==> config.mk <==
export PLATFORM = sky130hd
export DESIGN_NAME = display_ext_control_regs
export DESIGN_NICKNAME = d
export VERILOG_FILES = /design/src/dispctl_pkg.sv /design/src/display_ext_control_regs.sv
export SDC_FILE = /design/constraint.sdc
export NUM_CORES = 1
export LEC_CHECK = 0
export BUFFER_PORTS_ARGS = -buffer_cell sky130_fd_sc_hd__buf_4
export CORE_UTILIZATION = 55
export CTS_CLUSTER_DIAMETER = 80
export DETAILED_ROUTE_END_ITERATION = 16
export GPL_ROUTABILITY_DRIVEN = 0
export GPL_TIMING_DRIVEN = 0
export PLACE_DENSITY = 0.8
export SLEW_MARGIN = 25
export SYNTH_ARGS = -nofsm -noshare
export SYNTH_HDL_FRONTEND = slang
export SYNTH_SLANG_ARGS = --single-unit
export TNS_END_PERCENT = 10
==> constraint.sdc <==
create_clock -name CLK_IN -period 2.6 [get_ports CLK_IN]
set_input_delay 0.52 -clock CLK_IN [delete_from_list [all_inputs] [get_ports CLK_IN]]
set_output_delay 0.52 -clock CLK_IN [all_outputs]
set_load 0.02 [all_outputs]
==> src/dispctl_pkg.sv <==
/*
 * constants, state layout and request carrier for the extended display
 * control register bank. assumes one 40 MHz clock, CLK_IN.
 */
// Behaviour
// - bit7 puts display enable on blank pin
// - bit6 picks pixel clock source
// - bit5 floats pixel bus, syncs, blank
// - bit4 floats memory address and DRAM controls
// - bit3 forces colour video enable in 80x25
// - bit1 blocks legacy and first-register reads
// - bit0 selects 256-colour shift registers
// - lock bits reset 0, key 101 unlocks
// - status bits 7:3 show config straps
// - unlock register read/write, resets to 0
// - upper reads need bit7=1, bit3=0, else FF
// - upper writes need unlock bits 101
// - unlock bits 6:4 scratch, 101 reserved
// - switch bits 7:4 latched from straps
// - status bit4 returns selected switch bit (here only on SWITCH_SENSE_OUT; status bit4 reads a config strap)
// - switch bits 3:0 reset 0; emulation
// - switch bit2 freezes clock select
// - switch bit1 locks graphics/sequencer bits
// - switch bit0 locks 8/9 dot select
// - scratch bit7 shuts converter off
// - half-line start kept through reset
// - interlace enable activates half-line start
// - timing select picks early or coincident enable
package dispctl_pkg;

  // ****************************************
  // register indices
  // ****************************************
  localparam logic SPACE_GFX = 1'b0;
  localparam logic SPACE_CRT = 1'b1;
  localparam logic [7:0] IDX_VCTL = 8'h0E;
  localparam logic [7:0] IDX_GSL = 8'h0F;
  localparam logic [7:0] IDX_UNLOCK = 8'h29;
  localparam logic [7:0] IDX_SW = 8'h2A;
  localparam logic [7:0] IDX_SCR = 8'h2B;
  localparam logic [7:0] IDX_HALF = 8'h2C;

  // ****************************************
  // field positions
  // ****************************************
  localparam int VC_DE_SEL = 7;
  localparam int VC_PCLK = 6;
  localparam int VC_TRI_VID = 5;
  localparam int VC_TRI_MEM = 4;
  localparam int VC_CGA_OVR = 3;
  localparam int VC_PAL_LOCK = 2;
  localparam int VC_COMPAT = 1;
  localparam int VC_SHIFT256 = 0;
  localparam int UL_RD_EN = 7;
  localparam int UL_RD_DIS = 3;
  localparam int SW_EMUL = 3;
  localparam int SW_LOCK_CLK = 2;
  localparam int SW_LOCK_GFX = 1;
  localparam int SW_LOCK_DOT = 0;
  localparam int SCR_DAC_OFF = 7;
  localparam logic [2:0] SW_STRAP_HI = 3'h7;

  // ****************************************
  // keys, reset and read-back values
  // ****************************************
  localparam logic [2:0] UNLOCK_KEY = 3'h5;
  localparam logic [2:0] LOCK_RST = 3'h0;
  localparam logic [7:0] VCTL_RST = 8'h00;
  localparam logic [7:0] UNLOCK_RST = 8'h00;
  localparam logic [7:0] SW_RST = 8'h00;
  localparam logic [7:0] RD_BLOCKED = 8'hFF;
  localparam logic [7:0] RD_UNMAPPED = 8'h00;

  typedef enum logic [1:0] {STRAP_SYNC1, STRAP_SYNC2, STRAP_LATCH, STRAP_DONE} strap_e;

  typedef struct packed {
    logic space;
    logic [7:0] index;
    logic wr;
    logic rd;
    logic [7:0] wdata;
  } req_s;

  typedef struct packed {
    logic [7:0] vctl;
    logic [2:0] lock;
    logic [7:0] unlock;
    logic [7:0] sw;
    strap_e strap;
    logic [3:0] md_s1;
    logic [3:0] md_s2;
    logic [4:0] cnf_s1;
    logic [4:0] cnf_s2;
    logic [7:0] rdata;
    logic rvalid;
    logic blank;
    logic cga_en;
    logic sense;
    logic ilace;
    logic mfg;
  } state_s;

  typedef struct packed {
    logic [7:0] scratch;
    logic [7:0] half;
  } keep_s;

endpackage

==> src/display_ext_control_regs.sv <==
/*
 * extended display control register bank: video output control, lock
 * status, upper unlock, switches, scratch and half-line start.
 * assumes requests and timing inputs come from logic on CLK_IN; strap
 * pins come from outside and are synchronised.
 */
`timescale 1ns/100ps
`default_nettype none
module display_ext_control_regs (
  // clock, reset, enable
  input wire logic CLK_IN,
  input wire logic RESETN_IN,
  input wire logic CE_IN,
  // indexed register access
  input wire dispctl_pkg::req_s REG_REQ_IN,
  output logic [7:0] RDATA_OUT,
  output logic RD_VALID_OUT,
  // strap pins
  input wire logic [3:0] MEM_DATA_STRAP_PINS_IN,
  input wire logic [4:0] STRAP_CONFIG_IN,
  // timing and mode inputs
  input wire logic BLANK_IN,
  input wire logic DISP_EN_IN,
  input wire logic PRE_DISP_EN_IN,
  input wire logic DE_TIMING_SEL_IN,
  input wire logic ALPHA80_CGA_IN,
  input wire logic CGA_VIDEO_EN_IN,
  input wire logic [1:0] MISC_SEL_IN,
  input wire logic INTERLACE_EN_IN,
  // video and memory pin control
  output logic BLANK_OUT,
  output logic PCLK_SRC_OUT,
  output logic VID_OE_N_OUT,
  output logic MEM_OE_N_OUT,
  output logic CGA_VIDEO_EN_OUT,
  output logic PALETTE_LOCK_OUT,
  output logic COMPAT_OUT,
  output logic SHIFT256_OUT,
  // switch and lock outputs
  output logic SWITCH_SENSE_OUT,
  output logic EMUL_ANALOG_OUT,
  output logic CLK_SEL_LOCK_OUT,
  output logic GFX_SEQ_LOCK_OUT,
  output logic DOT89_LOCK_OUT,
  output logic MFG_TEST_OUT,
  // converter and interlace
  output logic DAC_OFF_OUT,
  output logic [7:0] HALF_START_OUT,
  output logic HALF_START_EN_OUT
);

  // ****************************************
  // state
  // ****************************************
  dispctl_pkg::state_s st_r;
  dispctl_pkg::state_s st_nxt;
  dispctl_pkg::keep_s keep_r;
  dispctl_pkg::keep_s keep_nxt;

  logic gfx_hit;
  logic crt_hit;
  logic low_wr_ok;
  logic up_wr_ok;
  logic up_rd_ok;
  logic [2:0] sense_idx;

  always_comb begin
    gfx_hit = REG_REQ_IN.space == dispctl_pkg::SPACE_GFX;
    crt_hit = REG_REQ_IN.space == dispctl_pkg::SPACE_CRT;
    low_wr_ok = st_r.lock == dispctl_pkg::UNLOCK_KEY;
    up_wr_ok = st_r.unlock[2:0] == dispctl_pkg::UNLOCK_KEY;
    up_rd_ok = st_r.unlock[dispctl_pkg::UL_RD_EN] && !st_r.unlock[dispctl_pkg::UL_RD_DIS];
    sense_idx = dispctl_pkg::SW_STRAP_HI - {1'b0, MISC_SEL_IN};
  end

  // ****************************************
  // next state
  // ****************************************
  always_comb begin
    st_nxt = st_r;
    keep_nxt = keep_r;
    // synchroniser chains: first stage feeds only the second
    st_nxt.md_s1 = MEM_DATA_STRAP_PINS_IN;
    st_nxt.md_s2 = st_r.md_s1;
    st_nxt.cnf_s1 = STRAP_CONFIG_IN;
    st_nxt.cnf_s2 = st_r.cnf_s1;
    // writes; protected ones fall through untouched
    if (REG_REQ_IN.wr && gfx_hit) begin
      if (REG_REQ_IN.index == dispctl_pkg::IDX_VCTL && low_wr_ok) begin
        st_nxt.vctl = REG_REQ_IN.wdata;
      end
      if (REG_REQ_IN.index == dispctl_pkg::IDX_GSL) begin
        st_nxt.lock = REG_REQ_IN.wdata[2:0];
      end
    end
    if (REG_REQ_IN.wr && crt_hit) begin
      if (REG_REQ_IN.index == dispctl_pkg::IDX_UNLOCK) begin
        st_nxt.unlock = REG_REQ_IN.wdata;
      end
      if (up_wr_ok) begin
        if (REG_REQ_IN.index == dispctl_pkg::IDX_SW) begin
          st_nxt.sw = REG_REQ_IN.wdata;
        end
        if (REG_REQ_IN.index == dispctl_pkg::IDX_SCR) begin
          keep_nxt.scratch = REG_REQ_IN.wdata;
        end
        if (REG_REQ_IN.index == dispctl_pkg::IDX_HALF) begin
          keep_nxt.half = REG_REQ_IN.wdata;
        end
      end
    end
    // switch straps caught once, after the pins have crossed the synchroniser
    unique case (st_r.strap)
      dispctl_pkg::STRAP_SYNC1: st_nxt.strap = dispctl_pkg::STRAP_SYNC2;
      dispctl_pkg::STRAP_SYNC2: st_nxt.strap = dispctl_pkg::STRAP_LATCH;
      dispctl_pkg::STRAP_LATCH: begin
        st_nxt.sw[7:4] = st_r.md_s2;
        st_nxt.strap = dispctl_pkg::STRAP_DONE;
      end
      dispctl_pkg::STRAP_DONE: st_nxt.strap = dispctl_pkg::STRAP_DONE;
    endcase
    // reads: one-cycle registered answer
    st_nxt.rvalid = REG_REQ_IN.rd;
    st_nxt.rdata = dispctl_pkg::RD_UNMAPPED;
    if (REG_REQ_IN.rd && gfx_hit) begin
      if (REG_REQ_IN.index == dispctl_pkg::IDX_VCTL || REG_REQ_IN.index == dispctl_pkg::IDX_GSL) begin
        if (st_r.vctl[dispctl_pkg::VC_COMPAT]) begin
          st_nxt.rdata = dispctl_pkg::RD_BLOCKED;
        end else if (REG_REQ_IN.index == dispctl_pkg::IDX_VCTL) begin
          st_nxt.rdata = st_r.vctl;
        end else begin
          st_nxt.rdata = {st_r.cnf_s2[3:0], st_r.cnf_s2[4], st_r.lock};
        end
      end
    end
    if (REG_REQ_IN.rd && crt_hit) begin
      if (REG_REQ_IN.index >= dispctl_pkg::IDX_UNLOCK && REG_REQ_IN.index <= dispctl_pkg::IDX_HALF) begin
        if (!up_rd_ok) begin
          st_nxt.rdata = dispctl_pkg::RD_BLOCKED;
        end else if (REG_REQ_IN.index == dispctl_pkg::IDX_UNLOCK) begin
          st_nxt.rdata = st_r.unlock;
        end else if (REG_REQ_IN.index == dispctl_pkg::IDX_SW) begin
          st_nxt.rdata = st_r.sw;
        end else if (REG_REQ_IN.index == dispctl_pkg::IDX_SCR) begin
          st_nxt.rdata = keep_r.scratch;
        end else begin
          st_nxt.rdata = keep_r.half;
        end
      end
    end
    // pin-facing functions
    if (st_r.vctl[dispctl_pkg::VC_DE_SEL]) begin
      st_nxt.blank = DE_TIMING_SEL_IN ? DISP_EN_IN : PRE_DISP_EN_IN;
    end else begin
      st_nxt.blank = BLANK_IN;
    end
    st_nxt.cga_en = CGA_VIDEO_EN_IN || (st_r.vctl[dispctl_pkg::VC_CGA_OVR] && ALPHA80_CGA_IN);
    st_nxt.sense = st_r.sw[sense_idx];
    st_nxt.ilace = INTERLACE_EN_IN;
    // test pattern flag kept in a flop so the pin never glitches on decode
    st_nxt.mfg = st_nxt.unlock[6:4] == dispctl_pkg::UNLOCK_KEY;
  end

  // ****************************************
  // registers
  // ****************************************
  always_ff @(posedge CLK_IN or negedge RESETN_IN) begin
    if (!RESETN_IN) begin
      st_r <= '{vctl: dispctl_pkg::VCTL_RST, lock: dispctl_pkg::LOCK_RST,
                unlock: dispctl_pkg::UNLOCK_RST, sw: dispctl_pkg::SW_RST,
                strap: dispctl_pkg::STRAP_SYNC1, default: '0};
    end else if (CE_IN) begin
      st_r <= st_nxt;
    end
  end

  // scratch and half-line start survive hardware reset, so no reset here
  always_ff @(posedge CLK_IN) begin
    if (CE_IN) begin
      keep_r <= keep_nxt;
    end
  end

  // ****************************************
  // outputs
  // ****************************************
  // the pad ring resolves the wires; output enables here are active low
  assign RDATA_OUT = st_r.rdata;
  assign RD_VALID_OUT = st_r.rvalid;
  assign BLANK_OUT = st_r.blank;
  assign PCLK_SRC_OUT = st_r.vctl[dispctl_pkg::VC_PCLK];
  assign VID_OE_N_OUT = st_r.vctl[dispctl_pkg::VC_TRI_VID];
  assign MEM_OE_N_OUT = st_r.vctl[dispctl_pkg::VC_TRI_MEM];
  assign CGA_VIDEO_EN_OUT = st_r.cga_en;
  assign PALETTE_LOCK_OUT = st_r.vctl[dispctl_pkg::VC_PAL_LOCK];
  assign COMPAT_OUT = st_r.vctl[dispctl_pkg::VC_COMPAT];
  assign SHIFT256_OUT = st_r.vctl[dispctl_pkg::VC_SHIFT256];
  assign SWITCH_SENSE_OUT = st_r.sense;
  assign EMUL_ANALOG_OUT = st_r.sw[dispctl_pkg::SW_EMUL];
  assign CLK_SEL_LOCK_OUT = st_r.sw[dispctl_pkg::SW_LOCK_CLK];
  assign GFX_SEQ_LOCK_OUT = st_r.sw[dispctl_pkg::SW_LOCK_GFX];
  assign DOT89_LOCK_OUT = st_r.sw[dispctl_pkg::SW_LOCK_DOT];
  assign MFG_TEST_OUT = st_r.mfg;
  assign DAC_OFF_OUT = keep_r.scratch[dispctl_pkg::SCR_DAC_OFF];
  assign HALF_START_OUT = keep_r.half;
  assign HALF_START_EN_OUT = st_r.ilace;
endmodule
`default_nettype wire
==> impl_results.md <==
* Post-CTS setup buffers at 0
* Worst ir drop on vdd at 494 uV
* Post-DP HPWL at 5920 um
* Met1 usage at 0.337
* Cell internal pwr at 2.01 mW
* Achievable Freq at 448 MHz
* Crit path kind: in -> reg
* Cell Area, Placed at 4240 um^2
* Clock Skews at 7.17 ps
* Final net count at 420
* Mapped Nets at 339
* CTS tree: built
* Busiest metal layer after global routing: met2
* Hold violation total from the final report at 0
* Placed insts at 446
* Chip Height at 83.1 um
* CP Data Required Time at 2870 ps
* Reg clk slew, reported paths at 80 ps
* Clk Latency, worst-skew pair at 350 ps
* PwrDens at 590 nW/um^2
* Run status: completed
* Design Area, Final at 4460 um^2
* Synthesized area per cell at 12.1 um^2
* WP data arrival at 2510 ps
* Switching share of power at 0.236
* Crit. End Element: flop
* Worst path top cell family by delay: simple AND/OR/NAND/NOR gates
* Ys flop type: dfrtp_1
* Initial antenna violation count at 0
* Period utilization at 0.859
* Slew margin rel. at 0.474
* Die Footprint at 6900 um^2
* Post-synth EDFFs at 16
* RSZ-0062 raised after global routing: false
* Placement-stage worst setup slack at -225 ps
* Vias at 2759
* Starting Density at 0.570
* NetSw at 0.621 mW
* Syn Std Cell Area at 3620 um^2
* Post-Synthesis Cells at 299
* Buffer depth of the longest clock path at 2
* First-pass GRT wire length at 13200 um
* Ports at 73
* Row cnt at 29
* Clock Root Buffer: clkbuf_8
* R2R Path End: HALF_START_OUT[4]$_DFFE_PP_
* Worst Max-Slew Pin Slew at 790 ps
* Setup-failing EPs final at 0
* Cts hold-fix bufs at 0
* R2R depth at 3
* P&R area growth vs syn at 23.4%
* Critical Path Source Type: primary input
* Grt ovf at 0
* Fin. max-slew vios at 0
* Global Route Usage Sum at 0.251
* Register area share after synthesis at 0.555
* Met3 Usage GRT at 0.0547
* CP Max Fanout at 8
* Pin count of the biggest net entering global routing at 62
* Final Util at 0.703
* Number of diodes at 0
* Drt first-iter violations at 231
* CP peak stage delay at 700 ps
* Count of cell types in the netlist at 43
* M2 GR Usage at 0.386
* Flop2flop setup slack at 630 ps
* CTS H-tree depth at 3
* Seq pwr share at 0.516
* Asr flop ratio synth at 0.792
* Clk pwr share at 0.374
* Post-Route WL at 8310 um
* Hold Crit Class: in -> async
* Minimum clock period after layout at 2230 ps
* Fin cells at 462
* FF+latch count, synth at 77
* DR WL/cell at 18.0 um
* CTS Buf Count at 9
* DIE WIDTH at 83.1 um
* DRC at 0
* Reg-to-Reg Start: st_r[43]$_DFFE_PN0P_
* Max-cap violation count at 0
* Post-CTS Resized at 0
* PnR worst setup slack at 366 ps
* Yosys Warn Count at 0
* ANT nets after route at 0
* Share of layout cells above drive strength 1 at 0.426
* DR pass1 iterations at 5
* Sink Count at 77
* Combinational share of power at 0.111
* Worst-path cell chain: buf_4 > nor4b_4 > nand3_1 > nor4_1 > a22oi_1 > a21oi_1
* Pleak at 2.04 nW
* Drt via density at 5.97
* Slowest cell on crit path: nor4_1
* Vias in the first global route at 2575
* Fill cells at 476
* CORE AREA at 6350 um^2
* Port buffer count at 70
* WP buf/inv at 1
[worst max path at each step]
stage / startpoint / end / cells past startpoint
2_1_floorplan: REG_REQ_IN[14] / DAC_OFF_OUT$_DFFE_PP_ / 4
3_3_place_gp: REG_REQ_IN[14] / keep_r[14]$_DFFE_PP_ / 5
3_5_place_dp: REG_REQ_IN[14] / keep_r[12]$_DFFE_PP_ / 5
4_1_cts: REG_REQ_IN[14] / keep_r[10]$_DFFE_PP_ / 5
5_1_grt: REG_REQ_IN[14] / keep_r[11]$_DFFE_PP_ / 5
6_report: REG_REQ_IN[14] / st_r[41]$_DFFE_PN0P_ / 6
[cell usage after synthesis, drive strengths merged (3+ instances only)]
| library cell | instances | area [um^2] |
|---|---|---|
| mux2 | 49 | 552 |
| a21o | 3 | 23.8 |
| nor3 | 20 | 100 |
| nor2 | 17 | 63.8 |
| a211oi | 4 | 30.0 |
| dfrtp | 61 | 1530 |
| a22oi | 9 | 67.6 |
| nor2b | 5 | 31.3 |
| buf | 18 | 129 |
| edfxtp | 16 | 480 |
| a21oi | 16 | 80.1 |
| clkbuf | 11 | 41.3 |
| nand3 | 5 | 25.0 |
| inv | 3 | 11.3 |
| o211a | 5 | 50.1 |
| and2 | 3 | 20.0 |
| nand2 | 13 | 58.8 |
| o21ai | 18 | 90.1 |
[cell families (layout without fill, tap and decap cells)]
logic type / count (synthesis) / count (layout) / synth area share
AND/OR/NAND/NOR: 76 / 76 / 0.120
AO/OA/AOI/OAI: 62 / 62 / 0.111
buffers and inverters: 32 / 118 / 0.0502
multiplexers: 52 / 52 / 0.164
flip-flops: 77 / 77 / 0.555
[state kept, by name, indices dropped and copies added (netlist names)]
| register | cells |
|---|---|
| SHIFT256_OUT | 1 |
| SWITCH_SENSE_OUT | 1 |
| CLK_SEL_LOCK_OUT | 1 |
| st_r | 28 |
| DAC_OFF_OUT | 1 |
| VID_OE_N_OUT | 1 |
| HALF_START_EN_OUT | 1 |
| st_nxt | 9 |
| RDATA_OUT | 8 |
| PCLK_SRC_OUT | 1 |
| EMUL_ANALOG_OUT | 1 |
| PALETTE_LOCK_OUT | 1 |
| MFG_TEST_OUT | 1 |
| MEM_OE_N_OUT | 1 |
| BLANK_OUT | 1 |
| HALF_START_OUT | 8 |
| DOT89_LOCK_OUT | 1 |
| CGA_VIDEO_EN_OUT | 1 |
| keep_r | 7 |
| GFX_SEQ_LOCK_OUT | 1 |
| RD_VALID_OUT | 1 |
| COMPAT_OUT | 1 |
[per-stage QoR]
step	setup TNS, ps	power [mW]	hold slack (ps)
floorplan	0	1.52	224
global placement	-2300	1.66	466
detailed placement	-1800	1.67	478
CTS	0	2.65	263
global route	0	2.73	287
finish	0	2.63	221
[final cells by class]
type	count	area (um^2)	share of cell area
Buffer	29	170	0.0381
Clock buffer	11	141	0.0317
Clock inverter	5	73.8	0.0165
Inverter	3	11.3	0.00252
Multi-Input combinational cell	190	1440	0.322
Sequential cell	77	2010	0.450
Tap cell	77	96.3	0.0216
Timing Repair Buffer	70	526	0.118
[layout by cell type, fill, tap and decap left out, drive strengths merged, types with 3 or more instances in the layout]
| master | Yosys | layout |
|---|---|---|
| buf | 18 | 88 |
| dfrtp | 61 | 61 |
| mux2 | 49 | 49 |
| clkbuf | 11 | 22 |
| nor3 | 20 | 20 |
| o21ai | 18 | 18 |
| nor2 | 17 | 17 |
| edfxtp | 16 | 16 |
| a21oi | 16 | 16 |
| nand2 | 13 | 13 |
| a22oi | 9 | 9 |
| nand3 | 5 | 5 |
| nor2b | 5 | 5 |
| o211a | 5 | 5 |
| a211oi | 4 | 4 |
| inv | 3 | 3 |
| and2 | 3 | 3 |
| a21o | 3 | 3 |
| clkinv | 0 | 3 |
[power groups by stage]
stage	sequential, mW	clock (mW)	combinational, mW
2_1_floorplan	1.38	0	0.141
3_3_place_gp	1.38	0	0.280
3_5_place_dp	1.38	0	0.291
4_1_cts	1.36	0.998	0.292
5_1_grt	1.37	1.05	0.315
6_report	1.36	0.984	0.291
[metal layers]
metal,vias up,part of all wire
li1,1246,-
met1,1357,0.43
met2,135,0.48
met3,21,0.065
met4,0,0.030
met5,-,0
No activity file was read; power rests on OpenSTA's default activity.
